--- config.mk ---
export PLATFORM = sky130hd
export DESIGN_NAME = t2cs_timer2
export DESIGN_NICKNAME = d
export VERILOG_FILES = /design/src/t2cs_pkg.sv /design/src/t2cs_tick_gen.sv /design/src/t2cs_timer2.sv
export VERILOG_INCLUDE_DIRS = /design/src
export SDC_FILE = /design/constraint.sdc
export NUM_CORES = 1
export LEC_CHECK = 0
export ABC_AREA = 1
export BUFFER_PORTS_ARGS = -buffer_cell sky130_fd_sc_hd__buf_2
export CAP_MARGIN = 20
export CORE_MARGIN = 1
export CORE_UTILIZATION = 40
export DETAILED_ROUTE_END_ITERATION = 7
export SKIP_LAST_GASP = 1
export SLEW_MARGIN = 10
export SYNTH_ARGS = -nofsm -noshare
export SYNTH_HDL_FRONTEND = slang
export SYNTH_SLANG_ARGS = --single-unit
--- constraint.sdc ---
create_clock -name MCLK_I -period 3.6 [get_ports MCLK_I]
set_input_delay 0.54 -clock MCLK_I [delete_from_list [all_inputs] [get_ports MCLK_I]]
set_output_delay 0.54 -clock MCLK_I [all_outputs]
set_load 0.005 [all_outputs]
--- src/t2cs_regs.svh ---
// register addresses, field positions, reset values and count limits of the timer 2 block
`ifndef T2CS_REGS_SVH
`define T2CS_REGS_SVH

// ---------------------------------------------------------------
// special function addresses
// ---------------------------------------------------------------
`define T2CS_ADDR_CONTROL   8'hC8
`define T2CS_ADDR_RELOAD_LO 8'hCA
`define T2CS_ADDR_RELOAD_HI 8'hCB
`define T2CS_ADDR_COUNT_LO  8'hCC
`define T2CS_ADDR_COUNT_HI  8'hCD

// ---------------------------------------------------------------
// control register fields
// ---------------------------------------------------------------
`define T2CS_BIT_UPPER_OVF  7
`define T2CS_BIT_LOWER_OVF  6
`define T2CS_BIT_LOW_IRQ_EN 5
`define T2CS_BIT_CAP_EN     4
`define T2CS_BIT_SPLIT      3
`define T2CS_BIT_RUN        2
`define T2CS_BIT_UNUSED     1
`define T2CS_BIT_XCLK       0
`define T2CS_CTL_CFG_MASK   8'h3D
`define T2CS_CTL_RESET      8'h00
`define T2CS_BYTE_RESET     8'h00
`define T2CS_BIT_COUNT      8

// ---------------------------------------------------------------
// counter limits and count source dividers
// ---------------------------------------------------------------
`define T2CS_BYTE_MAX       8'hFF
`define T2CS_WORD_MAX       16'hFFFF
`define T2CS_SYS_DIV_LAST   4'hB
`define T2CS_EXT_DIV_LAST   3'h7

`endif

--- src/t2cs_pkg.sv ---
// shared types of the timer 2 control and status block
package t2cs_pkg;

	typedef logic [7:0] t2cs_byte_t;

	// count source of one byte counter
	typedef enum logic [1:0] {
		T2CS_SRC_SYS_DIV,
		T2CS_SRC_EXT_DIV,
		T2CS_SRC_SYS
	} t2cs_src_e;

endpackage

--- src/t2cs_tick_gen.sv ---
// count source enable pulses: system clock divided by 12 and external oscillator divided by 8
`timescale 1ns/100ps
`include "t2cs_regs.svh"

module t2cs_tick_gen
	import t2cs_pkg::*;
(
	input  wire logic clk_i,
	input  wire logic rst_i,
	input  wire logic ext_osc_i,
	output logic      sys_div_tick_o,
	output logic      ext_div_tick_o
);

	logic [3:0] sys_cnt_q;
	logic       ext_s1_q;
	logic       ext_s2_q;
	logic       ext_s3_q;
	logic [2:0] ext_cnt_q;
	logic       ext_rise;

	// system clock prescaler, one pulse every twelve cycles
	always_ff @(posedge clk_i) begin
		if (rst_i) begin
			sys_cnt_q      <= 4'h0;
			sys_div_tick_o <= 1'b0;
		end else begin
			sys_div_tick_o <= (sys_cnt_q == `T2CS_SYS_DIV_LAST);
			sys_cnt_q      <= (sys_cnt_q == `T2CS_SYS_DIV_LAST) ? 4'h0 : sys_cnt_q + 4'h1;
		end
	end

	always_ff @(posedge clk_i) begin
		if (rst_i) begin
			ext_s1_q <= 1'b0;
			ext_s2_q <= 1'b0;
			ext_s3_q <= 1'b0;
		end else begin
			ext_s1_q <= ext_osc_i;
			ext_s2_q <= ext_s1_q;
			ext_s3_q <= ext_s2_q;
		end
	end

	assign ext_rise = ext_s2_q & ~ext_s3_q;

	always_ff @(posedge clk_i) begin
		if (rst_i) begin
			ext_cnt_q      <= 3'h0;
			ext_div_tick_o <= 1'b0;
		end else begin
			ext_div_tick_o <= ext_rise && (ext_cnt_q == `T2CS_EXT_DIV_LAST);
			if (ext_rise) begin
				ext_cnt_q <= ext_cnt_q + 3'h1; // wraps after eight edges
			end
		end
	end

endmodule // t2cs_tick_gen

--- src/t2cs_timer2.sv ---
// timer 2 control register, counter, reload pair, capture and interrupt request
`timescale 1ns/100ps
`include "t2cs_regs.svh"

// Overview of operation
// - upper overflow flag sets when the high byte rolls from 0xFF to 0x00.
// - in 16-bit mode the upper flag sets when the counter wraps 0xFFFF to 0x0000.
// - set upper flag with timer interrupt enabled requests an interrupt.
// - hardware never clears either overflow flag; only software writes clear them.
// - lower overflow flag sets on low byte rollover in both modes.
// - low byte irq enable plus timer interrupt enable lets low overflows interrupt.
// - with capture enabled, LOW_FREQ_OSCILLATOR falling edge copies counter into reload pair.
// - each capture event with timer interrupt enabled requests an interrupt.
// - split select 0 gives one 16-bit counter, 1 gives two 8-bit counters.
// - counting happens only while run control is 1, except the low byte in split mode.
// - in split mode run control gates the high byte only; low byte always runs.
// - control bit 1 reads zero and ignores writes.
// - external select 0 picks system clock /12, 1 picks external oscillator /8.
// - in split mode one external select serves both bytes; byte selects may override.
// - external /8 source is synchronised to the system clock before use.
// - control register at 0xC8, bit addressable, resets to all zeros.
// - 16-bit wrap loads the 16-bit reload pair into the counter.
// - in split mode each byte reloads its own reload byte on overflow.
// - byte clock select 1 chooses undivided system clock, 0 the external select source.
// - the interrupt request reaches the core only while the global timer enable is set.
module t2cs_timer2
	import t2cs_pkg::*;
(
	input  wire logic       MCLK_I,
	input  wire logic       SYS_RST_I,
	input  wire logic [7:0] SFR_ADDR_I,
	input  wire logic       SFR_WR_I,
	input  wire logic [7:0] SFR_WDATA_I,
	input  wire logic       SFR_RD_I,
	input  wire logic [7:0] SFR_BIT_ADDR_I,
	input  wire logic       SFR_BIT_WR_I,
	input  wire logic       SFR_BIT_WDATA_I,
	input  wire logic       SFR_BIT_RD_I,
	input  wire logic       UPPER_BYTE_CLOCK_SELECT_I,
	input  wire logic       LOWER_BYTE_CLOCK_SELECT_I,
	input  wire logic       TIMER_IRQ_ENABLE_I,
	input  wire logic       EXT_OSC_I,
	input  wire logic       LOW_FREQ_OSC_I,
	output logic [7:0]      SFR_RDATA_O,
	output logic            SFR_BIT_RDATA_O,
	output logic            TIMER_IRQ_O
);

	// ---------------------------------------------------------------
	// declarations
	// ---------------------------------------------------------------
	t2cs_byte_t ctl_q, ctl_view;
	logic       upper_ovf_q, lower_ovf_q;
	t2cs_byte_t cnt_lo_q, cnt_lo_d;
	t2cs_byte_t cnt_hi_q, cnt_hi_d;
	t2cs_byte_t rl_lo_q, rl_lo_d;
	t2cs_byte_t rl_hi_q, rl_hi_d;
	t2cs_byte_t bit_wr_mask, bit_wr_val;
	logic       ctl_byte_wr;
	logic       set_upper, set_lower;
	logic       sys_div_tick, ext_div_tick;
	logic       tick_lo, tick_hi;
	logic       lfo_s1_q, lfo_s2_q, lfo_s3_q;
	logic       lfo_fall, capture;
	logic       split, run;
	t2cs_src_e  src_lo, src_hi;

	// ---------------------------------------------------------------
	// count sources
	// ---------------------------------------------------------------
	// synchronised source pulses
	t2cs_tick_gen u_tick_gen (
		.clk_i          (MCLK_I),
		.rst_i          (SYS_RST_I),
		.ext_osc_i      (EXT_OSC_I),
		.sys_div_tick_o (sys_div_tick),
		.ext_div_tick_o (ext_div_tick)
	);

	assign split = ctl_q[`T2CS_BIT_SPLIT];
	assign run   = ctl_q[`T2CS_BIT_RUN];

	always_comb begin
		if (LOWER_BYTE_CLOCK_SELECT_I) begin
			src_lo = T2CS_SRC_SYS;
		end else if (ctl_q[`T2CS_BIT_XCLK]) begin
			src_lo = T2CS_SRC_EXT_DIV;
		end else begin
			src_lo = T2CS_SRC_SYS_DIV;
		end
		if (UPPER_BYTE_CLOCK_SELECT_I) begin
			src_hi = T2CS_SRC_SYS;
		end else if (ctl_q[`T2CS_BIT_XCLK]) begin
			src_hi = T2CS_SRC_EXT_DIV;
		end else begin
			src_hi = T2CS_SRC_SYS_DIV;
		end
	end

	always_comb begin
		case (src_lo)
			T2CS_SRC_SYS:     tick_lo = 1'b1;
			T2CS_SRC_EXT_DIV: tick_lo = ext_div_tick;
			T2CS_SRC_SYS_DIV: tick_lo = sys_div_tick;
			default:          tick_lo = 1'b0;
		endcase
		case (src_hi)
			T2CS_SRC_SYS:     tick_hi = 1'b1;
			T2CS_SRC_EXT_DIV: tick_hi = ext_div_tick;
			T2CS_SRC_SYS_DIV: tick_hi = sys_div_tick;
			default:          tick_hi = 1'b0;
		endcase
	end

	// ---------------------------------------------------------------
	// low frequency oscillator edge
	// ---------------------------------------------------------------
	// two stages, then an edge stage
	always_ff @(posedge MCLK_I) begin
		if (SYS_RST_I) begin
			lfo_s1_q <= 1'b0;
			lfo_s2_q <= 1'b0;
			lfo_s3_q <= 1'b0;
		end else begin
			lfo_s1_q <= LOW_FREQ_OSC_I;
			lfo_s2_q <= lfo_s1_q;
			lfo_s3_q <= lfo_s2_q;
		end
	end

	assign lfo_fall = lfo_s3_q & ~lfo_s2_q;
	assign capture  = ctl_q[`T2CS_BIT_CAP_EN] & lfo_fall;

	// ---------------------------------------------------------------
	// write decode
	// ---------------------------------------------------------------
	assign ctl_byte_wr = SFR_WR_I && (SFR_ADDR_I == `T2CS_ADDR_CONTROL);

	// per bit byte or bit write
	for (genvar i = 0; i < `T2CS_BIT_COUNT; i++) begin : g_bit_wr
		logic bit_hit;
		assign bit_hit        = SFR_BIT_WR_I && (SFR_BIT_ADDR_I == 8'(`T2CS_ADDR_CONTROL + i));
		assign bit_wr_mask[i] = ctl_byte_wr | bit_hit;
		assign bit_wr_val[i]  = ctl_byte_wr ? SFR_WDATA_I[i] : SFR_BIT_WDATA_I;
	end

	// ---------------------------------------------------------------
	// control register
	// ---------------------------------------------------------------
	// configuration bits reset to zero
	always_ff @(posedge MCLK_I) begin
		if (SYS_RST_I) begin
			ctl_q <= `T2CS_CTL_RESET;
		end else begin
			ctl_q <= ((ctl_q & ~bit_wr_mask) | (bit_wr_val & bit_wr_mask)) & `T2CS_CTL_CFG_MASK;
		end
	end

	always_ff @(posedge MCLK_I) begin
		if (SYS_RST_I) begin
			upper_ovf_q <= 1'b0;
			lower_ovf_q <= 1'b0;
		end else begin
			// a set in the clearing cycle wins
			upper_ovf_q <= (bit_wr_mask[`T2CS_BIT_UPPER_OVF] ? bit_wr_val[`T2CS_BIT_UPPER_OVF] : upper_ovf_q)
				| set_upper;
			lower_ovf_q <= (bit_wr_mask[`T2CS_BIT_LOWER_OVF] ? bit_wr_val[`T2CS_BIT_LOWER_OVF] : lower_ovf_q)
				| set_lower;
		end
	end

	// ---------------------------------------------------------------
	// counter next value
	// ---------------------------------------------------------------
	always_comb begin
		cnt_lo_d  = cnt_lo_q;
		cnt_hi_d  = cnt_hi_q;
		set_upper = 1'b0;
		set_lower = 1'b0;
		if (!split) begin
			if (run && tick_lo) begin
				if ({cnt_hi_q, cnt_lo_q} == `T2CS_WORD_MAX) begin
					{cnt_hi_d, cnt_lo_d} = {rl_hi_q, rl_lo_q};
					set_upper = 1'b1;
					set_lower = 1'b1;
				end else begin
					{cnt_hi_d, cnt_lo_d} = {cnt_hi_q, cnt_lo_q} + 16'h0001;
					set_lower = (cnt_lo_q == `T2CS_BYTE_MAX);
				end
			end
		end else begin
			if (tick_lo) begin
				if (cnt_lo_q == `T2CS_BYTE_MAX) begin
					cnt_lo_d  = rl_lo_q;
					set_lower = 1'b1;
				end else begin
					cnt_lo_d = cnt_lo_q + 8'h01;
				end
			end
			if (run && tick_hi) begin
				if (cnt_hi_q == `T2CS_BYTE_MAX) begin
					cnt_hi_d  = rl_hi_q;
					set_upper = 1'b1;
				end else begin
					cnt_hi_d = cnt_hi_q + 8'h01;
				end
			end
		end
		// capture also marks the upper flag
		if (capture) begin
			set_upper = 1'b1;
		end
		// software writes override counting
		if (SFR_WR_I && (SFR_ADDR_I == `T2CS_ADDR_COUNT_LO)) begin
			cnt_lo_d = SFR_WDATA_I;
		end
		if (SFR_WR_I && (SFR_ADDR_I == `T2CS_ADDR_COUNT_HI)) begin
			cnt_hi_d = SFR_WDATA_I;
		end
	end

	// counter bytes
	always_ff @(posedge MCLK_I) begin
		if (SYS_RST_I) begin
			cnt_lo_q <= `T2CS_BYTE_RESET;
			cnt_hi_q <= `T2CS_BYTE_RESET;
		end else begin
			cnt_lo_q <= cnt_lo_d;
			cnt_hi_q <= cnt_hi_d;
		end
	end

	// ---------------------------------------------------------------
	// reload pair
	// ---------------------------------------------------------------
	always_comb begin
		rl_lo_d = rl_lo_q;
		rl_hi_d = rl_hi_q;
		if (SFR_WR_I && (SFR_ADDR_I == `T2CS_ADDR_RELOAD_LO)) begin
			rl_lo_d = SFR_WDATA_I;
		end
		if (SFR_WR_I && (SFR_ADDR_I == `T2CS_ADDR_RELOAD_HI)) begin
			rl_hi_d = SFR_WDATA_I;
		end
		if (capture) begin
			rl_lo_d = cnt_lo_q;
			rl_hi_d = cnt_hi_q;
		end
	end

	always_ff @(posedge MCLK_I) begin
		if (SYS_RST_I) begin
			rl_lo_q <= `T2CS_BYTE_RESET;
			rl_hi_q <= `T2CS_BYTE_RESET;
		end else begin
			rl_lo_q <= rl_lo_d;
			rl_hi_q <= rl_hi_d;
		end
	end

	// ---------------------------------------------------------------
	// read back
	// ---------------------------------------------------------------
	// bit 1 reads zero
	always_comb begin
		ctl_view                      = ctl_q;
		ctl_view[`T2CS_BIT_UPPER_OVF] = upper_ovf_q;
		ctl_view[`T2CS_BIT_LOWER_OVF] = lower_ovf_q;
		ctl_view[`T2CS_BIT_UNUSED]    = 1'b0;
	end

	// byte read, one cycle after the strobe
	always_ff @(posedge MCLK_I) begin
		if (SYS_RST_I) begin
			SFR_RDATA_O <= `T2CS_BYTE_RESET;
		end else if (SFR_RD_I) begin
			case (SFR_ADDR_I)
				`T2CS_ADDR_CONTROL:   SFR_RDATA_O <= ctl_view;
				`T2CS_ADDR_RELOAD_LO: SFR_RDATA_O <= rl_lo_q;
				`T2CS_ADDR_RELOAD_HI: SFR_RDATA_O <= rl_hi_q;
				`T2CS_ADDR_COUNT_LO:  SFR_RDATA_O <= cnt_lo_q;
				`T2CS_ADDR_COUNT_HI:  SFR_RDATA_O <= cnt_hi_q;
				default:              SFR_RDATA_O <= `T2CS_BYTE_RESET; // other addresses
			endcase
		end
	end

	always_ff @(posedge MCLK_I) begin
		if (SYS_RST_I) begin
			SFR_BIT_RDATA_O <= 1'b0;
		end else if (SFR_BIT_RD_I) begin
			if (SFR_BIT_ADDR_I[7:3] == 5'(`T2CS_ADDR_CONTROL >> 3)) begin
				SFR_BIT_RDATA_O <= ctl_view[SFR_BIT_ADDR_I[2:0]];
			end else begin
				SFR_BIT_RDATA_O <= 1'b0;
			end
		end
	end

	// ---------------------------------------------------------------
	// interrupt request
	// ---------------------------------------------------------------
	// upper flag requests; lower flag too with low byte irq enable
	always_ff @(posedge MCLK_I) begin
		if (SYS_RST_I) begin
			TIMER_IRQ_O <= 1'b0;
		end else begin
			TIMER_IRQ_O <= TIMER_IRQ_ENABLE_I
				& (upper_ovf_q | (ctl_q[`T2CS_BIT_LOW_IRQ_EN] & lower_ovf_q));
		end
	end

endmodule // t2cs_timer2

==> impl_metrics.csv, run 1 <==
group,metric,value,unit
setup_path,required,3.83,ns
timing,rsz0062_at_grt,"no",
setup_path,crit_fanout,12,
grt,grt_max_degree,41,
die,core_area,9240,µm²
pwr,powerDensity,363,nW/µm²
placement,io_buffer_count,45,
die,dieArea,9970,µm²
clocking,cts_tree,"built",
synthesis,synthCells,587,
grt,grtUsageTotal,0.262,
clocking,post_cts_resized,0,
detailed_routing,via_count,4195,
synthesis,yosysWarningCount,0,
grt,gr-usage-met3,0.0460,
detailed_routing,dr.pass1.iters,5,
synthesis,syn_nets,628,
run_status,status,"complete, no violations",
synthesis,synth.area.top_cells,"dfxtp_1 33%, nand2_1 12%, nor2_1 7.6%, inv_1 7.2%, o21ai_0 6.9%",
die,rows,35,
pwr,leakage,1.83,nW
timing,relSlewSlack,0.527,
die,initial_core_util,0.415,
finish,regArea,1280,µm²
setup_path,start_kind,"flop",
finish,antennaDiodeCount,0,
finish,final_nets,674,
synthesis,synth_cell_type_count,35,
timing,fmax,487,MHz
timing,min_period,2.06,ns
placement,hpwl,9550,µm
finish,fillers,968,
synthesis,yosysTopAreaCell,"dfxtp_1",
timing,fin_crit_sh,0.571,
clocking,post_cts_buffers,0,
timing,fin_skew,0.00945,ns
grt,grt_pass1_vias,3956,
die,io_pins,46,
setup_path,worstSetupPathType,"reg2reg",
timing,setup-violations-final,0,
setup_path,crit_path_end_kind,"flop",
grt,grt_first_pass_wirelength,20100,µm
die,dieWidth,99.9,µm
hold_path,hp-class,"in2reg",
clocking,hold_buffers,0,
placement,place.gp.congestion,0.944,
detailed_routing,viasPerCell,5.48,
synthesis,synth_seq_cells,64,
timing,finalHoldViolCount,0,
clocking,insertion_delay,0.35,ns
detailed_routing,antenna_left,0,
clocking,cts_buffers,9,
timing,tightestPinTransition,0.708,ns
grt,grt_use_met2,0.438,
clocking,root_buffer,"clkbuf_8",
synthesis,synth_top_area_share,0.334,
timing,fin_tns_setup,0,ns
finish,multiInputGateArea,2210,µm²
die,dieHeight,99.9,µm
synthesis,syn_area_per_cell,6.53,µm²
timing,slew_violations,0,
clocking,cts_max_level,3,
detailed_routing,drc,0,
detailed_routing,drt_first_iter_violations,299,
detailed_routing,drt-total-wl,12600,µm
clocking,clk_pin_slew,0.07,ns
grt,use_met1,0.341,
clocking,cts_sinks,64,
run,cap_violations,0,
grt,antenna_found_initial,0,
setup_path,ff2ff_setup_slack,1.54,ns
grt,busiest_layer,"met2",
synthesis,netlist_area,3830,µm²
synthesis,seq_area_frac_synth,0.334,
grt,grt.overflow.total,0,
clocking,cts.path.max_buffers,2,
finish,area_delta_synth_final,15.5,%
detailed_routing,wl_per_cell,16.5,µm
pwr,peakVddDrop,0.249,mV
setup_path,arrival,2.28,ns
finish,final_util,0.479,
finish,drive_gt1_frac,0.151,
[Yosys cell counts, drive strengths merged]
library cell	number
o21bai	1
buf	1
ha	5
inv	78
a211oi	2
nand3b	2
a22oi	2
nand3	28
a21oi	52
clkbuf	10
xor2	9
dfxtp	64
a31oi	9
nand4	2
or2	2
nand2	132
nor3	16
o221ai	2
o2111ai	1
o21ai	64
nor2	86
o22ai	4
o211ai	15
[critical path, stage by stage (launching register included)]
cell and delay (ns):
dfxtp_1 0.66, inv_2 0.22, nand2_1 0.10, o21ai_0 0.07, nand2_1 0.06, nand2_1 0.13
nor2_1 0.29, inv_1 0.12, nor3_1 0.19, a21oi_1 0.09
[cells in the final DEF (no fill, tap or decap), drive strengths merged, types with 9 or more instances in the layout]
| cell type | n |
|---|---|
| nor3 | 16 |
| buf | 46 |
| nand3 | 28 |
| o211ai | 15 |
| inv | 78 |
| a21oi | 52 |
| clkbuf | 10 |
| xor2 | 9 |
| nand2 | 132 |
| dfxtp | 64 |
| nor2 | 86 |
| a31oi | 9 |
| o21ai | 64 |
[kinds of logic after synthesis]
logic type,Yosys count,share of synthesized area
adders and majority gates,5,0.0163
AOI/OAI and AO/OA,152,0.223
xor gates and xnor gates,9,0.0206
buffers and inverters,89,0.0875
DFF,64,0.334
and+or+nand+nor,268,0.318
[registers in the layout (all words and copies together), names as in the netlist, 3 cells and up, named ones only]
register / flops
rl_hi_q: 8
SFR_RDATA_O: 8
rl_lo_q: 8
u_tick_gen.sys_cnt_q: 4
cnt_lo_q: 8
u_tick_gen.ext_cnt_q: 3
cnt_hi_q: 8
[power by group]
group          internal, mW  switching [mW]  total, mW
clock                 0.475           0.293      0.768
sequential            0.720         0.00682      0.727
combinational        0.0367          0.0742      0.111
total                  1.23           0.374       1.61
[final timing paths]
| check | from | endpoint | cells after the start |
|---|---|---|---|
| max | flop | cnt_hi_q[5] | 9 |
| min | EXT_OSC_I | u_tick_gen.ext_s1_q | 3 |
| max reg2reg | flop | cnt_hi_q[5] | 9 |
| min reg2reg | lfo_s1_q | lfo_s2_q | 2 |
[stage by stage]
stage	setup slack, ns	power [mW]	cells	hold slack (ns)	area, µm²
4_1_cts	1.58	1.62	766	0.383	4430
6_report	1.54	1.61	766	0.390	4430
3_5_place_dp	1.53	0.852	751	0.395	4180
5_1_grt	1.37	1.66	766	0.396	4430
2_1_floorplan	1.85	0.798	587	0.388	3830
3_3_place_gp	1.53	0.849	751	0.391	4180
[cell type report]
cell class,count,share of cell area
Multi-Input combinational cell,434,0.500
Tap cell,129,0.0365
Timing Repair Buffer,46,0.0526
Clock buffer,10,0.0311
Clock inverter,5,0.0237
Sequential cell,64,0.290
Inverter,78,0.0662
[layer usage]
metal,vias to the layer above,wire (µm)
met5,-,0
met4,0,312
met3,27,956
met2,191,5970
met1,1953,5390
li1,2024,-
(Power assumes the default switching activity.)
==> inputs of run 2 (changes only) <==
Clock period 3.6 ns to 2 ns, I/O delays scaled along.
==> run 2 against run 1 <==
Clock skew up 0.0023 ns. Sequential share of layout area shrank 0.66 points. Total power rose by 75%. Maximum frequency increased by 15%. Sequential power rose by 80%. Final cell count increased by 2.1%. Routed wire length up 1.2%. Largest power group is now sequential cells.
==> impl_metrics.csv, run 2 (synthesized netlist as in run 1, its figures left out) <==
group,metric,value,unit
timing,rsz0062_at_grt,"no",
hold_path,hp-class,"in2reg",
finish,fin_cells,782,
placement,place.gp.congestion,0.968,
placement,io_buffer_count,45,
grt,antenna_found_initial,0,
pwr,peakVddDrop,0.510,mV
grt,grt.overflow.total,0,
placement,place_ws,0.139,ns
timing,fmax,558,MHz
setup_path,crit_fanout,7,
placement,post_dp_cell_area,4300,µm²
timing,setup-violations-final,0,
grt,grt_pass1_vias,4018,
pwr,leakage,1.91,nW
clocking,cts_sinks,64,
detailed_routing,route.met2.wl,5740,µm
timing,whs,0.139,ns
finish,design_area,4530,µm²
finish,drive_gt1_frac,0.173,
clocking,cts.path.max_buffers,2,
detailed_routing,drc,0,
detailed_routing,via_count,4218,
clocking,post_cts_resized,0,
detailed_routing,wl_per_cell,16.3,µm
timing,finalHoldViolCount,0,
setup_path,crit_family,"simple AND/OR/NAND/NOR gates",
run,cap_violations,0,
timing,slew_violations,0,
detailed_routing,dr_wl_met3,1010,µm
timing,setup_slack,0.208,ns
pwr,powerDensity,621,nW/µm²
setup_path,worstSetupPathType,"reg2reg",
clocking,root_buffer,"clkbuf_8",
setup_path,critPathBufInv,1,
timing,tightestPinTransition,0.690,ns
run_status,status,"complete, no violations",
die,dieArea,9970,µm²
timing,fin_tns_setup,0,ns
clocking,cts_buffers,9,
setup_path,start_kind,"flop",
detailed_routing,dr.pass1.iters,5,
clocking,hold_buffers,0,
finish,final_util,0.490,
die,dieHeight,99.9,µm
timing,min_period,1.79,ns
setup_path,crit_slowest_cell,"dfxtp_1",
setup_path,crit_path_end_kind,"flop",
die,initial_core_util,0.415,
placement,hpwl,9710,µm
finish,area_delta_synth_final,18.2,%
pwr,p_total,2.81,mW
detailed_routing,drt_first_iter_violations,360,
setup_path,arrival,2.07,ns
finish,final_nets,689,
detailed_routing,wl_met1,5580,µm
die,rows,35,
die,dieWidth,99.9,µm
setup_path,crit_chain,"ha_1, nand2_1, nor2_2, nand2_4, nor2_4, nand2_1, nor2_2, buf_4, o22ai_1, a21oi_1",
timing,fin_skew,0.0117,ns
placement,dp_cells,766,
timing,relSlewSlack,0.539,
clocking,insertion_delay,0.36,ns
clocking,cts_tree,"built",
detailed_routing,antenna_left,0,
die,core_area,9240,µm²
detailed_routing,highest_layer,"met4",
finish,fillers,989,
grt,grt_first_pass_wirelength,20700,µm
finish,antennaDiodeCount,0,
clocking,cts_max_level,3,
finish,layout_common_cells,"120 x nand2_1, 77 x nor2_1, 73 x inv_1",
setup_path,required,2.28,ns
clocking,post_cts_buffers,0,
setup_path,slowest_delay,0.38,ns
grt,grt_max_degree,40,
finish,layout_commonest_cell,"nand2_1",
detailed_routing,drt-total-wl,12800,µm
clocking,clk_pin_slew,0.09,ns
die,io_pins,46,
detailed_routing,viasPerCell,5.39,
grt,grtUsageTotal,0.270,
timing,fin_crit_sh,0.896,
[run 2: final cells by class]
type	count	area, µm²	share of cell area
Clock buffer	9	124	0.0274
Clock inverter	7	101	0.0224
Inverter	78	293	0.0647
Multi-Input combinational cell	434	2220	0.491
Sequential cell	64	1280	0.283
Tap cell	129	161	0.0356
Timing Repair Buffer	61	345	0.0763
[run 2: power breakdown]
| group | total (mW) | switching (mW) | internal, mW |
|---|---|---|---|
| clock network | 1.30 | 0.590 | 0.715 |
| registers | 1.31 | 0.0113 | 1.30 |
| logic | 0.199 | 0.131 | 0.0679 |
| total | 2.81 | 0.732 | 2.08 |
[run 2: path summary, 6_finish.rpt]
path,from,to,slack (ns),cells past startpoint
max,cnt_lo_q[0],cnt_lo_q[1],0.21,10
min,EXT_OSC_I,u_tick_gen.ext_s1_q,0.14,3
max reg2reg,cnt_lo_q[0],cnt_lo_q[1],0.21,10
min reg2reg,u_tick_gen.ext_s1_q,u_tick_gen.ext_s2_q,0.41,2
[run 2: layer usage]
layer / GRT usage / vias up
li1: - / 2061
met1: 0.364 / 1933
met2: 0.431 / 193
met3: 0.0425 / 31
met4: 0.112 / 0
met5: 0 / -
[run 2: worst register-to-register path, cell delays in order (launching register included)]
cell	delay, ns
dfxtp_1	0.38
ha_1	0.20
nand2_1	0.10
nor2_2	0.20
nand2_4	0.12
nor2_4	0.13
nand2_1	0.11
nor2_2	0.12
buf_4	0.12
o22ai_1	0.06
a21oi_1	0.18
